===== src/common/sram_host_pkg.sv =====
// Package: constants and the request carrier for the static memory host port
package sram_host_pkg;
   localparam int ADDR_W = 12;
   localparam int DATA_W = 4;
   localparam int CLK_PERIOD_PS = 5000;
   // Timing figures as printed (ns), host-side margins for the fastest grade
   localparam int ADDR_ACCESS_NS = 25;
   localparam int SELECT_ACCESS_NS = 25;
   localparam int SELECT_TO_OUTPUT_ON_DELAY_NS = 5;
   localparam int STROBE_TO_OUTPUT_OFF_DELAY_NS = 15;
   localparam int WRITE_PULSE_NS = 20;
   localparam int DATA_SETUP_NS = 10;
   localparam int DATA_HOLD_NS = 3;
   localparam int ADDR_HOLD_NS = 2;
   // Least times round up to whole cycles
   localparam int ACCESS_CYC = (ADDR_ACCESS_NS * 1000 + CLK_PERIOD_PS - 1) / CLK_PERIOD_PS;
   localparam int OFF_CYC = (STROBE_TO_OUTPUT_OFF_DELAY_NS * 1000 + CLK_PERIOD_PS - 1) / CLK_PERIOD_PS;
   localparam int SETUP_CYC = (DATA_SETUP_NS * 1000 + CLK_PERIOD_PS - 1) / CLK_PERIOD_PS;
   localparam int PULSE_CYC = (WRITE_PULSE_NS * 1000 + CLK_PERIOD_PS - 1) / CLK_PERIOD_PS;
   localparam int HOLD_CYC = (DATA_HOLD_NS * 1000 + CLK_PERIOD_PS - 1) / CLK_PERIOD_PS;
   localparam int SYNC_CYC = 2;
   localparam int CNT_W = 4;
   localparam logic [DATA_W-1:0] DATA_RST = 4'h0;
   localparam logic [ADDR_W-1:0] ADDR_RST = 12'h000;

   typedef struct packed {
      logic              write;
      logic [ADDR_W-1:0] word_address;
      logic [DATA_W-1:0] data;
   } req_s;

   typedef enum logic [2:0] {
      ST_IDLE, ST_RD_WAIT, ST_WR_OFF, ST_WR_DATA, ST_WR_HOLD, ST_DONE
   } state_e;
endpackage


===== src/verilog/sram_host_port.sv =====
// Host controller driving an asynchronous 4K x 4 static memory over its pins
`timescale 1ns/100ps
`default_nettype none
module sram_host_port (
   input  wire logic                                clk_in,
   input  wire logic                                rst_b_in,
   input  wire sram_host_pkg::req_s                 req_in,
   input  wire logic                                req_valid_in,
   output logic                                     req_ready_out,
   output logic [sram_host_pkg::DATA_W-1:0]         rd_data_out,
   output logic                                     rd_valid_out,
   output logic                                     wr_done_out,
   output logic                                     select_b_out,
   output logic                                     strobe_b_out,
   output logic [sram_host_pkg::ADDR_W-1:0]         word_address_out,
   output logic [sram_host_pkg::DATA_W-1:0]         data_out,
   output logic                                     data_oe_out,
   input  wire logic [sram_host_pkg::DATA_W-1:0]    data_in
);
   sram_host_pkg::state_e               state_r;
   logic [sram_host_pkg::CNT_W-1:0]     cnt_r;
   logic [sram_host_pkg::DATA_W-1:0]    sync1_r;
   logic [sram_host_pkg::DATA_W-1:0]    sync2_r;
   logic                                start;
   logic                                rd_end;
   logic                                off_end;
   logic                                data_end;
   logic                                hold_end;

   // ----------------------------------------
   // Phase lengths
   // ----------------------------------------
   // Access runs from the launching edge, so one cycle covers pin skew before the synchroniser
   localparam int RD_CYC   = sram_host_pkg::ACCESS_CYC + 1 + sram_host_pkg::SYNC_CYC;
   // Strobe low must cover both the data setup and the whole write pulse
   localparam int DATA_CYC = (sram_host_pkg::SETUP_CYC > sram_host_pkg::PULSE_CYC - sram_host_pkg::OFF_CYC)
                             ? sram_host_pkg::SETUP_CYC : sram_host_pkg::PULSE_CYC - sram_host_pkg::OFF_CYC;

   // ----------------------------------------
   // Helpers
   // ----------------------------------------
   // Counter load for a phase of n cycles
   function automatic logic [sram_host_pkg::CNT_W-1:0] cyc(input int n);
      cyc = sram_host_pkg::CNT_W'(n - 1);
   endfunction

   // Last cycle of a counted phase
   function automatic logic phase_end(input sram_host_pkg::state_e        s,
                                      input sram_host_pkg::state_e        now,
                                      input logic [sram_host_pkg::CNT_W-1:0] cnt);
      phase_end = (now == s) && (cnt == '0);
   endfunction

   assign start    = req_valid_in && req_ready_out;
   assign rd_end   = phase_end(sram_host_pkg::ST_RD_WAIT, state_r, cnt_r);
   assign off_end  = phase_end(sram_host_pkg::ST_WR_OFF, state_r, cnt_r);
   assign data_end = phase_end(sram_host_pkg::ST_WR_DATA, state_r, cnt_r);
   assign hold_end = phase_end(sram_host_pkg::ST_WR_HOLD, state_r, cnt_r);

   // ----------------------------------------
   // Pin input synchroniser
   // ----------------------------------------
   always_ff @(posedge clk_in or negedge rst_b_in) begin
      if (!rst_b_in) begin
         sync1_r <= sram_host_pkg::DATA_RST;
         sync2_r <= sram_host_pkg::DATA_RST;
      end else begin
         sync1_r <= data_in;
         sync2_r <= sync1_r;
      end
   end

   // ----------------------------------------
   // Sequencer
   // ----------------------------------------
   always_ff @(posedge clk_in or negedge rst_b_in) begin
      if (!rst_b_in) begin
         state_r <= sram_host_pkg::ST_IDLE;
      end else begin
         case (state_r)
            sram_host_pkg::ST_IDLE: begin
               if (start) begin
                  state_r <= req_in.write ? sram_host_pkg::ST_WR_OFF : sram_host_pkg::ST_RD_WAIT;
               end
            end
            sram_host_pkg::ST_RD_WAIT: begin
               if (rd_end) begin
                  state_r <= sram_host_pkg::ST_DONE;
               end
            end
            sram_host_pkg::ST_WR_OFF: begin
               if (off_end) begin
                  state_r <= sram_host_pkg::ST_WR_DATA;
               end
            end
            sram_host_pkg::ST_WR_DATA: begin
               if (data_end) begin
                  state_r <= sram_host_pkg::ST_WR_HOLD;
               end
            end
            sram_host_pkg::ST_WR_HOLD: begin
               if (hold_end) begin
                  state_r <= sram_host_pkg::ST_DONE;
               end
            end
            sram_host_pkg::ST_DONE: begin
               state_r <= sram_host_pkg::ST_IDLE;
            end
            default: begin
               state_r <= sram_host_pkg::ST_IDLE;
            end
         endcase
      end
   end

   // ----------------------------------------
   // Phase counter
   // ----------------------------------------
   always_ff @(posedge clk_in or negedge rst_b_in) begin
      if (!rst_b_in) begin
         cnt_r <= '0;
      end else if (start) begin
         cnt_r <= req_in.write ? cyc(sram_host_pkg::OFF_CYC) : cyc(RD_CYC);
      end else if (off_end) begin
         cnt_r <= cyc(DATA_CYC);
      end else if (data_end) begin
         cnt_r <= cyc(sram_host_pkg::HOLD_CYC);
      end else if (cnt_r != '0) begin
         cnt_r <= cnt_r - 1'b1;
      end
   end

   // ----------------------------------------
   // Memory select
   // ----------------------------------------
   always_ff @(posedge clk_in or negedge rst_b_in) begin
      if (!rst_b_in) begin
         select_b_out <= 1'b1;
      end else if (start) begin
         select_b_out <= 1'b0;
      end else if (rd_end) begin
         select_b_out <= 1'b1; // Deselect for standby between accesses
      end else if (data_end) begin
         select_b_out <= 1'b1; // Rises with the strobe, so memory never re-drives
      end
   end

   // ----------------------------------------
   // Write strobe
   // ----------------------------------------
   always_ff @(posedge clk_in or negedge rst_b_in) begin
      if (!rst_b_in) begin
         strobe_b_out <= 1'b1;
      end else if (start) begin
         // Falls with select: write begins here, memory stays floating
         strobe_b_out <= !req_in.write;
      end else if (data_end) begin
         strobe_b_out <= 1'b1; // Strobe rise ends write; data held after
      end
   end

   // ----------------------------------------
   // Address and write data
   // ----------------------------------------
   always_ff @(posedge clk_in or negedge rst_b_in) begin
      if (!rst_b_in) begin
         word_address_out <= sram_host_pkg::ADDR_RST;
         data_out         <= sram_host_pkg::DATA_RST;
      end else if (start) begin
         // Only loaded while both controls are high
         word_address_out <= req_in.word_address;
         data_out         <= req_in.data;
      end
   end

   // ----------------------------------------
   // Bus drive
   // ----------------------------------------
   always_ff @(posedge clk_in or negedge rst_b_in) begin
      if (!rst_b_in) begin
         data_oe_out <= 1'b0;
      end else if (off_end) begin
         data_oe_out <= 1'b1; // Drive only after output-off delay
      end else if (hold_end) begin
         data_oe_out <= 1'b0;
      end
   end

   // ----------------------------------------
   // Request handshake
   // ----------------------------------------
   // Ready drops on the taking edge, so a second request waits for the answer
   always_ff @(posedge clk_in or negedge rst_b_in) begin
      if (!rst_b_in) begin
         req_ready_out <= 1'b0;
      end else begin
         req_ready_out <= (state_r == sram_host_pkg::ST_DONE) ||
                          (state_r == sram_host_pkg::ST_IDLE && !start);
      end
   end

   // ----------------------------------------
   // Read answer
   // ----------------------------------------
   always_ff @(posedge clk_in or negedge rst_b_in) begin
      if (!rst_b_in) begin
         rd_data_out  <= sram_host_pkg::DATA_RST;
         rd_valid_out <= 1'b0;
      end else begin
         rd_valid_out <= rd_end;
         if (rd_end) begin
            rd_data_out <= sync2_r; // Word picked by address
         end
      end
   end

   // ----------------------------------------
   // Write answer
   // ----------------------------------------
   always_ff @(posedge clk_in or negedge rst_b_in) begin
      if (!rst_b_in) begin
         wr_done_out <= 1'b0;
      end else begin
         wr_done_out <= hold_end;
      end
   end
endmodule // sram_host_port
`default_nettype wire

===== config.mk =====
export PLATFORM = sky130hd
export DESIGN_NAME = sram_host_port
export DESIGN_NICKNAME = d
export VERILOG_FILES = /design/src/common/sram_host_pkg.sv /design/src/verilog/sram_host_port.sv
export SDC_FILE = /design/constraint.sdc
export NUM_CORES = 1
export LEC_CHECK = 0
export BUFFER_PORTS_ARGS = -buffer_cell sky130_fd_sc_hd__buf_4
export CAP_MARGIN = 20
export CELL_PAD_IN_SITES_DETAIL_PLACEMENT = 0
export CELL_PAD_IN_SITES_GLOBAL_PLACEMENT = 1
export CORE_UTILIZATION = 38
export CTS_CLUSTER_SIZE = 25
export DETAILED_ROUTE_END_ITERATION = 6
export PLACE_DENSITY = 0.89
export SYNTH_ARGS = -nofsm -noshare
export SYNTH_HDL_FRONTEND = slang
export SYNTH_SLANG_ARGS = --single-unit

===== constraint.sdc =====
create_clock -name clk_in -period 2.2 [get_ports clk_in]
set_input_delay 0.22 -clock clk_in [delete_from_list [all_inputs] [get_ports clk_in]]
set_output_delay 0.22 -clock clk_in [all_outputs]
set_load 0.01 [all_outputs]

## Yosys cells after proc, flatten, opt, wreduce, memory -nomap -nowiden

Cells that the tools add are included.

| operators by class | value |
|---|---|
| add/subtract/negate cells | 1 |
| equal/unequal tests | 10 |
| multiplexer cells | 18 |
| reductions and logical operators | 17 |

Operators with widths:

| operator | count |
|---|---|
| $mux 3 | 6 |
| $mux 4 | 4 |
| $pmux 3 s5 | 1 |
| $ne 2x2->1 const B | 5 |
| $reduce_bool 4->1 | 2 |
| $eq 3x2->1 const B | 2 |
| $eq 3x3->1 const B | 2 |
| $logic_and 1x1->1 | 6 |
| $mux 1 | 6 |
| $reduce_and 5->1 | 1 |
| $logic_not 4->1 | 1 |
| $reduce_bool 2->1 | 2 |
| $sub 4x1->4 const B | 1 |
| $eq 3x1->1 const B | 1 |
| $logic_not 3->1 | 1 |
| $reduce_bool 3->1 | 1 |
| $logic_not 1->1 | 2 |
| $mux 2 | 1 |
| $logic_or 1x1->1 | 1 |

| word-level totals | value |
|---|---|
| flip-flop bits (word level) | 41 |
| input port bits | 24 |
| output and inout port bits | 26 |
| word-level logic and storage cells | 59 |

## Logic depth before layout (Yosys ltp)

Gate-level depths: netlist (run 1).

| depth | value |
|---|---|
| word-level depth | 5 |
| depth in mapped cells | 5 |
| mapped depth without buffers | 5 |

## Worst setup path after synthesis (run 1)

OpenSTA, ideal clock, no wires.

| timing path | value |
|---|---|
| path kind | register to register |
| from | register cnt_r[0] in the netlist's numbering |
| to | register rd_data_out[0] in the netlist's numbering |
| arrival time | 1.496 ns |
| slack | 0.579 ns |
| stages on the path, launching flop included | 6 |
| cell sequence | dfrtp_1 -> inv_1 -> ha_1 -> nor4b_4 -> nand3b_4 -> mux2_4 |

| between the ends | value |
|---|---|
| cells in the longest elaborated chain, start to end | 2 |

Ends and longest elaborated chain:

| item | line | source |
|---|---|---|
| start: declaration | sram_host_port.sv:21 | `logic [sram_host_pkg::CNT_W-1:0] cnt_r;` |
| start signal: assignment | sram_host_port.sv:123 | `cnt_r <= req_in.write ? cyc(sram_host_pkg::OFF_CYC) : cyc(RD_CYC);` |
| start signal: assignment | sram_host_port.sv:125 | `cnt_r <= cyc(DATA_CYC);` |
| start signal: assignment | sram_host_port.sv:127 | `cnt_r <= cyc(sram_host_pkg::HOLD_CYC);` |
| $logic_not 4->1 | sram_host_port.sv:51 | `phase_end = (now == s) && (cnt == '0);` |
| $logic_and 1x1->1 | sram_host_port.sv:51 |  |
| end signal: assignment | sram_host_port.sv:207 | `rd_data_out <= sram_host_pkg::DATA_RST;` |
| end signal: assignment | sram_host_port.sv:212 | `rd_data_out <= sync2_r;` |
| end: declaration | sram_host_port.sv:10 | `output logic [sram_host_pkg::DATA_W-1:0] rd_data_out,` |

Every way passes these cells.
A chain may end at the register's enable or synchronous reset.

## Worst setup path in the final report (run 1)

| timing path | value |
|---|---|
| from | register cnt_r[0] in the netlist's numbering |
| to | register rd_data_out[3] in the netlist's numbering |

The elaborated chain is that of the path after synthesis.

==> results_dict.tcl, run 1 <==
set metrics [dict create \
    status "finished clean" \
    final-hold-violation-count 0 \
    core-area_um2 4058 \
    rows 23 \
    synth_area_um2 1623 \
    worstPathRequired_ns 2.38 \
    clk_path_buf_depth 2 \
    fmax_ghz 0.5508 \
    async_reset_ff_share_pct 100.0 \
    end_kind "flip-flop" \
    fin_crit_ns 1.816 \
    grt_antenna_before_repair 0 \
    dr_wl_met2_mm 1.270 \
    holdBufCountCts 1 \
    synth_edf_count 0 \
    cp.depth 5 \
    drc_errors 0 \
    slowest_stage "dfrtp_1" \
    syn2layout_area_growth_pct 33.39 \
    antenna_left 0 \
    synthTopCellsByCount "55 x nand2_1, 39 x dfrtp_1, 7 x nor2_1" \
    antenna_cells 0 \
    min_path_cells 1 \
    cts_max_level 2 \
    routed_wl_mm 3.015 \
    grt_pass1_vias 1066 \
    syn_inst 149 \
    maxCapViolations 0 \
    place_area_um2 2034 \
    wl_per_cell_um 11.96 \
    via_count 1189 \
    postSynthAreaPerCell_um2 10.89 \
    num-fill-cells 367 \
    synth_cell_types 31 \
    rr_worst_depth 5 \
    fin_crit_sh_pct 82.53 \
    ys_ff_latch 41 \
    die-area_um2 4536 \
    cts_setup_buffers 0 \
    io_pins 50 \
    slew_headroom_pct 47.01 \
    finalPower_mw 2.853 \
    fp.dieH_um 67.35 \
    initial_core_util_pct 39.99 \
    yosys.area.top_type "dfrtp_1" \
    synth_nets 175 \
    cts_tree "done" \
    grt_start_max_net_pins 42 \
    ctsResizeCount 0 \
    setup_violations 0 \
    synth_flop_cell "dfrtp_1" \
    finalCoreUtilization_pct 53.35 \
    worstPathBufferInverterCount 1 \
    grt_pass1_wl_mm 4.781 \
    powerDensity_nw_per_um2 1318 \
    path_clk_slew_ns 0.08 \
    drt_first_pass_iters 4 \
    cp_max_fo 7 \
    leakagePower_nw 1.138 \
    crit_type "reg -> reg" \
    highest_layer "met4" \
    ys_seq_area_share_pct 63.38 \
    holdCritPathClass "in -> reg" \
    finish.instance_area_um2 2165 \
    place_congestion 0.7611 \
    drive_above_1_share_pct 32.67 \
    synth_top_cell_area_share_pct 60.14 \
    dp_hpwl_mm 2.035 \
    arrival_ns 1.99 \
    vias_per_cell 4.718 \
    clock_latency_ns 0.29 \
    grtUsageTotal_pct 14.46 \
    clk_root_buffer_cell "clkbuf_8" \
    yosys_warnings 0 \
    worstMarginPinSlew_ns 0.7949 \
    skew_ns 0.006249 \
    cts_buffers 5 \
    critPathMaxStageDelay_ns 0.41 \
    die_w_um 67.35 \
    drt-initial-drc-count 57 \
    synth.area.top_cells "dfrtp_1 60%, nand2_1 13%, mux2_4 3.7%" \
    grt_overflow 0 \
    clock_sinks 41 \
    synth.most_common_cell "nand2_1" \
    met1_length_mm 1.482 \
    port_buffers 49 \
    irDropWorstVdd_v 0.0005751 \
    hold_slack_ns 0.03434 \
    rsz0062_at_grt "false" \
    met3_length_um 232 \
    totalNegativeSetupSlack_ns 0 \
    nNetsFinal 227 \
    start_kind "flip-flop" \
    drv_slew 0 \
    crit_family "simple AND/OR/NAND/NOR gates" \
    crit_path_cell_trace "inv_1 > ha_1 > nor4b_4 > nand3b_4 > mux2_4" \
]
worst reg2reg max path, cell delays in order (launching register included):
cell      delay, ns
dfrtp_1        0.41
inv_1          0.11
ha_1           0.27
nor4b_4        0.40
nand3b_4       0.18
mux2_4         0.33
power breakdown:
group,internal [mW],switching [mW]
logic,0.528,0.441
clock network,0.369,0.251
registers,1.02,0.241
cells in the final DEF, fill, tap and decap left out, types with 2 or more instances in the layout:
master    count
dfrtp_1      39
dfstp_2       2
clkbuf_8      6
a21oi_1       4
a31oi_1       3
o21ai_0       2
mux2_4        4
o211ai_1      2
nand2b_1      2
nor2_1        7
inv_1         4
ha_1          2
buf_4        49
nand2_1      55
logic make-up (layout without fill, tap and decap cells):
kind of cell / count (synthesis) / count (layout) / synth area share [%]
and+or+nand+nor: 77 / 77 / 22.75
muxes: 5 / 5 / 4.318
adders and majority gates: 2 / 2 / 1.542
DFF: 41 / 41 / 63.38
buffers and inverters: 9 / 62 / 2.082
AOI/OAI and AO/OA: 15 / 15 / 5.937
per-layer routing:
metal	vias up	global-route usage, %
met2	50	21.63
met5	-	0
met3	3	6.081
met4	0	4.787
li1	591	-
met1	545	18.81
metrics by stage:
stage | instances | worst slack, ns
after global placement | 243 | 0.4893
final | 252 | 0.3844
after CTS | 252 | 0.3904
after detailed placement | 243 | 0.4146
after floorplan | 149 | 0.5787
after global routing | 252 | 0.3185
area by class of cell:
cell class              count  area, um^2  share of cell area [%]
repair buffers             50       377.9                   17.46
inverters                   4       15.01                  0.6936
multi-input cells          99       560.5                   25.90
clock inverters             2       37.54                   1.734
clock buffers               6       82.58                   3.815
flip-flops and latches     41        1028                   47.51
well taps                  50       62.56                   2.890
worst paths after layout:
check                                 from              to  slack, ns
max in group asynchronous         rst_b_in    select_b_out       1.39
worst max-delay path              cnt_r[0]  rd_data_out[3]       0.38
worst min register to register  sync1_r[1]      sync2_r[1]       0.35
min in group asynchronous         rst_b_in     data_out[1]       0.44
worst min-delay path            data_in[0]      sync1_r[0]       0.03
worst max register to register    cnt_r[0]  rd_data_out[3]       0.38
flip-flops by register name (all words and copies together) (netlist names), 3 cells and up:
register          cells
word_address_out     12
state_r               3
rd_data_out           4
sync1_r               4
sync2_r               4
data_out              4
cnt_r                 4
Power figures use the tool's default switching activity.
==> run 2: changes to the inputs <==
--- a/config.mk
+++ b/config.mk
@@ -9,10 +9,10 @@
 export CAP_MARGIN = 20
 export CELL_PAD_IN_SITES_DETAIL_PLACEMENT = 0
 export CELL_PAD_IN_SITES_GLOBAL_PLACEMENT = 1
-export CORE_UTILIZATION = 38
+export CORE_UTILIZATION = 34
 export CTS_CLUSTER_SIZE = 25
 export DETAILED_ROUTE_END_ITERATION = 6
-export PLACE_DENSITY = 0.89
+export PLACE_DENSITY = 0.85
 export SYNTH_ARGS = -nofsm -noshare
 export SYNTH_HDL_FRONTEND = slang
 export SYNTH_SLANG_ARGS = --single-unit
==> constraint.sdc (replaced) <==
create_clock -name clk_in -period 1.55 [get_ports clk_in]
set_input_delay 0.155 -clock clk_in [delete_from_list [all_inputs] [get_ports clk_in]]
set_output_delay 0.155 -clock clk_in [all_outputs]
set_load 0.01 [all_outputs]
==> run 2 against run 1 <==
Net effect: the flow now finishes with violations (design-rule violations); critical path depth unchanged; die area up 11%; cell count up 5.6%; power up 53%; setup slack worse by 0.35 ns; combinational power up 64%; clock power up 65%; global-route usage about the same; critical endpoint is now rd_data_out[1].
==> results_dict.tcl, run 2 (same netlist as run 1, synthesis figures left out) <==
set metrics [dict create \
    switching_share_pct 31.80 \
    clock_sinks 41 \
    start_kind "flip-flop" \
    crit_type "reg -> reg" \
    hold_slack_ns 0.04825 \
    cts_buffers 5 \
    final_common_cell "buf_4" \
    antenna_left 0 \
    path_clk_slew_ns 0.08 \
    fin_crit_ns 1.519 \
    io_pins 50 \
    startpoint "cnt_r[0]" \
    wl_per_cell_um 12.34 \
    power.internal_mw 2.972 \
    status "complete, but fails checks" \
    finalCoreUtilization_pct 51.40 \
    reg2reg_slack_ns 0.03 \
    p_switching_mw 1.385 \
    grt_overflow 0 \
    drive_above_1_share_pct 35.98 \
    end_kind "flip-flop" \
    cp_max_fo 6 \
    grt_start_max_net_pins 42 \
    crit_path_cell_trace "inv_2 > ha_4 > nor4b_4 > nand3b_4 > mux2_4" \
    clock_latency_ns 0.29 \
    final_cell_mix "57 x buf_4, 55 x nand2_1, 39 x dfrtp_1" \
    clk_root_buffer_cell "clkbuf_8" \
    arrival_ns 1.70 \
    critPathMaxStageDelay_ns 0.40 \
    grt_antenna_before_repair 0 \
    largest_reg_flops 12 \
    slew_headroom_pct 66.63 \
    slowest_stage "dfrtp_1" \
    grt_pass1_wl_mm 5.582 \
    nNetsFinal 239 \
    reg2reg_from "cnt_r[0]" \
    final-hold-violation-count 0 \
    drt-initial-drc-count 89 \
    hp-start "req_in[12]" \
    num-fill-cells 407 \
    crit_path_end "rd_data_out[1]" \
    clkPwrFrac_pct 23.5 \
    cts_max_level 2 \
    cts_tree "done" \
    pwr-share-comb_pct 36.4 \
    fin_crit_sh_pct 98.00 \
    rows 24 \
    drc_errors 2 \
    min_path_cells 3 \
    leakagePower_nw 1.205 \
    place_congestion 0.7466 \
    die_w_um 71.09 \
    totalNegativeSetupSlack_ns 0 \
    holdCritPathClass "in -> reg" \
    drv_slew 0 \
    maxCapViolations 0 \
    fp.dieH_um 71.09 \
    reg2reg_to "rd_data_out[1]" \
    power_frac_seq_pct 40.1 \
    rr_worst_depth 5 \
    port_buffers 49 \
    drt_first_pass_iters 7 \
    die-area_um2 5053 \
    core-area_um2 4474 \
    irDropWorstVdd_v 0.0009027 \
    skew_ns 0.006026 \
    initial_core_util_pct 36.27 \
    grtUsageTotal_pct 14.45 \
    grt_pass1_vias 1229 \
    via_count 1277 \
    worstMarginPinSlew_ns 0.5006 \
    powerDensity_nw_per_um2 1895 \
    antenna_cells 0 \
    routed_wl_mm 3.282 \
    regMostFlops "word_address_out" \
    rsz0062_at_grt "true" \
    violations "design-rule violations" \
    syn2layout_area_growth_pct 41.71 \
    fmax_ghz 0.6583 \
    clk_path_buf_depth 2 \
    dp_hpwl_mm 2.209 \
    setup_violations 0 \
    worstPathRequired_ns 1.73 \
    vias_per_cell 4.801 \
]
==> run 2: changes by cell type in the layout (fill, tap and decap cells not counted), sizes merged <==
cell and change:
buf +8, dlygate4sd3 +4, inv +1, bufinv +1
clkinvlp -1, clkbuf -1
==> run 2: worst min path at each step <==
stage	slack, ns	endpoint
CTS	0.04	word_address_out[7]
global route	0.04	data_out[0]
global placement	0.17	req_ready_out
floorplan	-0.14	cnt_r[0]
finish	0.05	word_address_out[8]
detailed placement	0.17	req_ready_out
==> run 2: power groups by stage <==
stage	Sequential [mW]	Combinational (mW)	Clock, mW
after floorplan	1.83	0.760	0
after global placement	1.76	1.54	0
after detailed placement	1.76	1.57	0
after CTS	1.75	1.58	1.05
after global routing	1.81	1.77	1.09
final	1.75	1.59	1.02
==> run 2: repair_timing <==
| action | CTS | global route |
|---|---|---|
| buffers inserted | 0 | 1 |
| hold buffers | 5 | 0 |
| endpoints found under the hold margin | 43 | 0 |
| endpoints found under the setup margin | 2 | 8 |
| pin swaps | 0 | 2 |
| resized for setup | 1 | 2 |
==> run 2: cell type report <==
cell class                      instances  area [um^2]  share of cell area (%)
Clock buffer                            5        68.82                   2.992
Clock inverter                          3        68.82                   2.992
Inverter                                4        15.01                  0.6529
Multi-Input combinational cell         99        575.6                   25.03
Sequential cell                        41         1028                   44.72
Tap cell                               52        65.06                   2.829
Timing Repair Buffer                   62        478.0                   20.78
==> run 2: metal layers <==
metal	track usage (%)	vias to the layer above	wire [um]
met3	4.986	3	209
met2	23.29	46	1535
li1	-	619	-
met1	18.35	609	1503
met5	0	-	0
met4	4.667	0	33
==> run 2: worst max-delay path, delay by kind of cell, from the launching register on <==
family / cells / cell delay (ns)
flip-flops: 1 / 0.40
multiplexers: 1 / 0.32
adder cells (fa/ha/maj): 1 / 0.16
AND/OR/NAND/NOR: 2 / 0.44
buffers and inverters: 1 / 0.10
==> run 2: metrics by stage <==
stage                     worst slack, ns  instances  instance area [um^2]  total power, mW
after floorplan                  0.005520        149                  1635            2.590
after global placement            0.04154        252                  2102            3.301
after detailed placement          0.01795        252                  2102            3.328
after CTS                         0.01382        265                  2290            4.386
after global routing             -0.04152        266                  2300            4.667
final                             0.03096        266                  2300            4.357
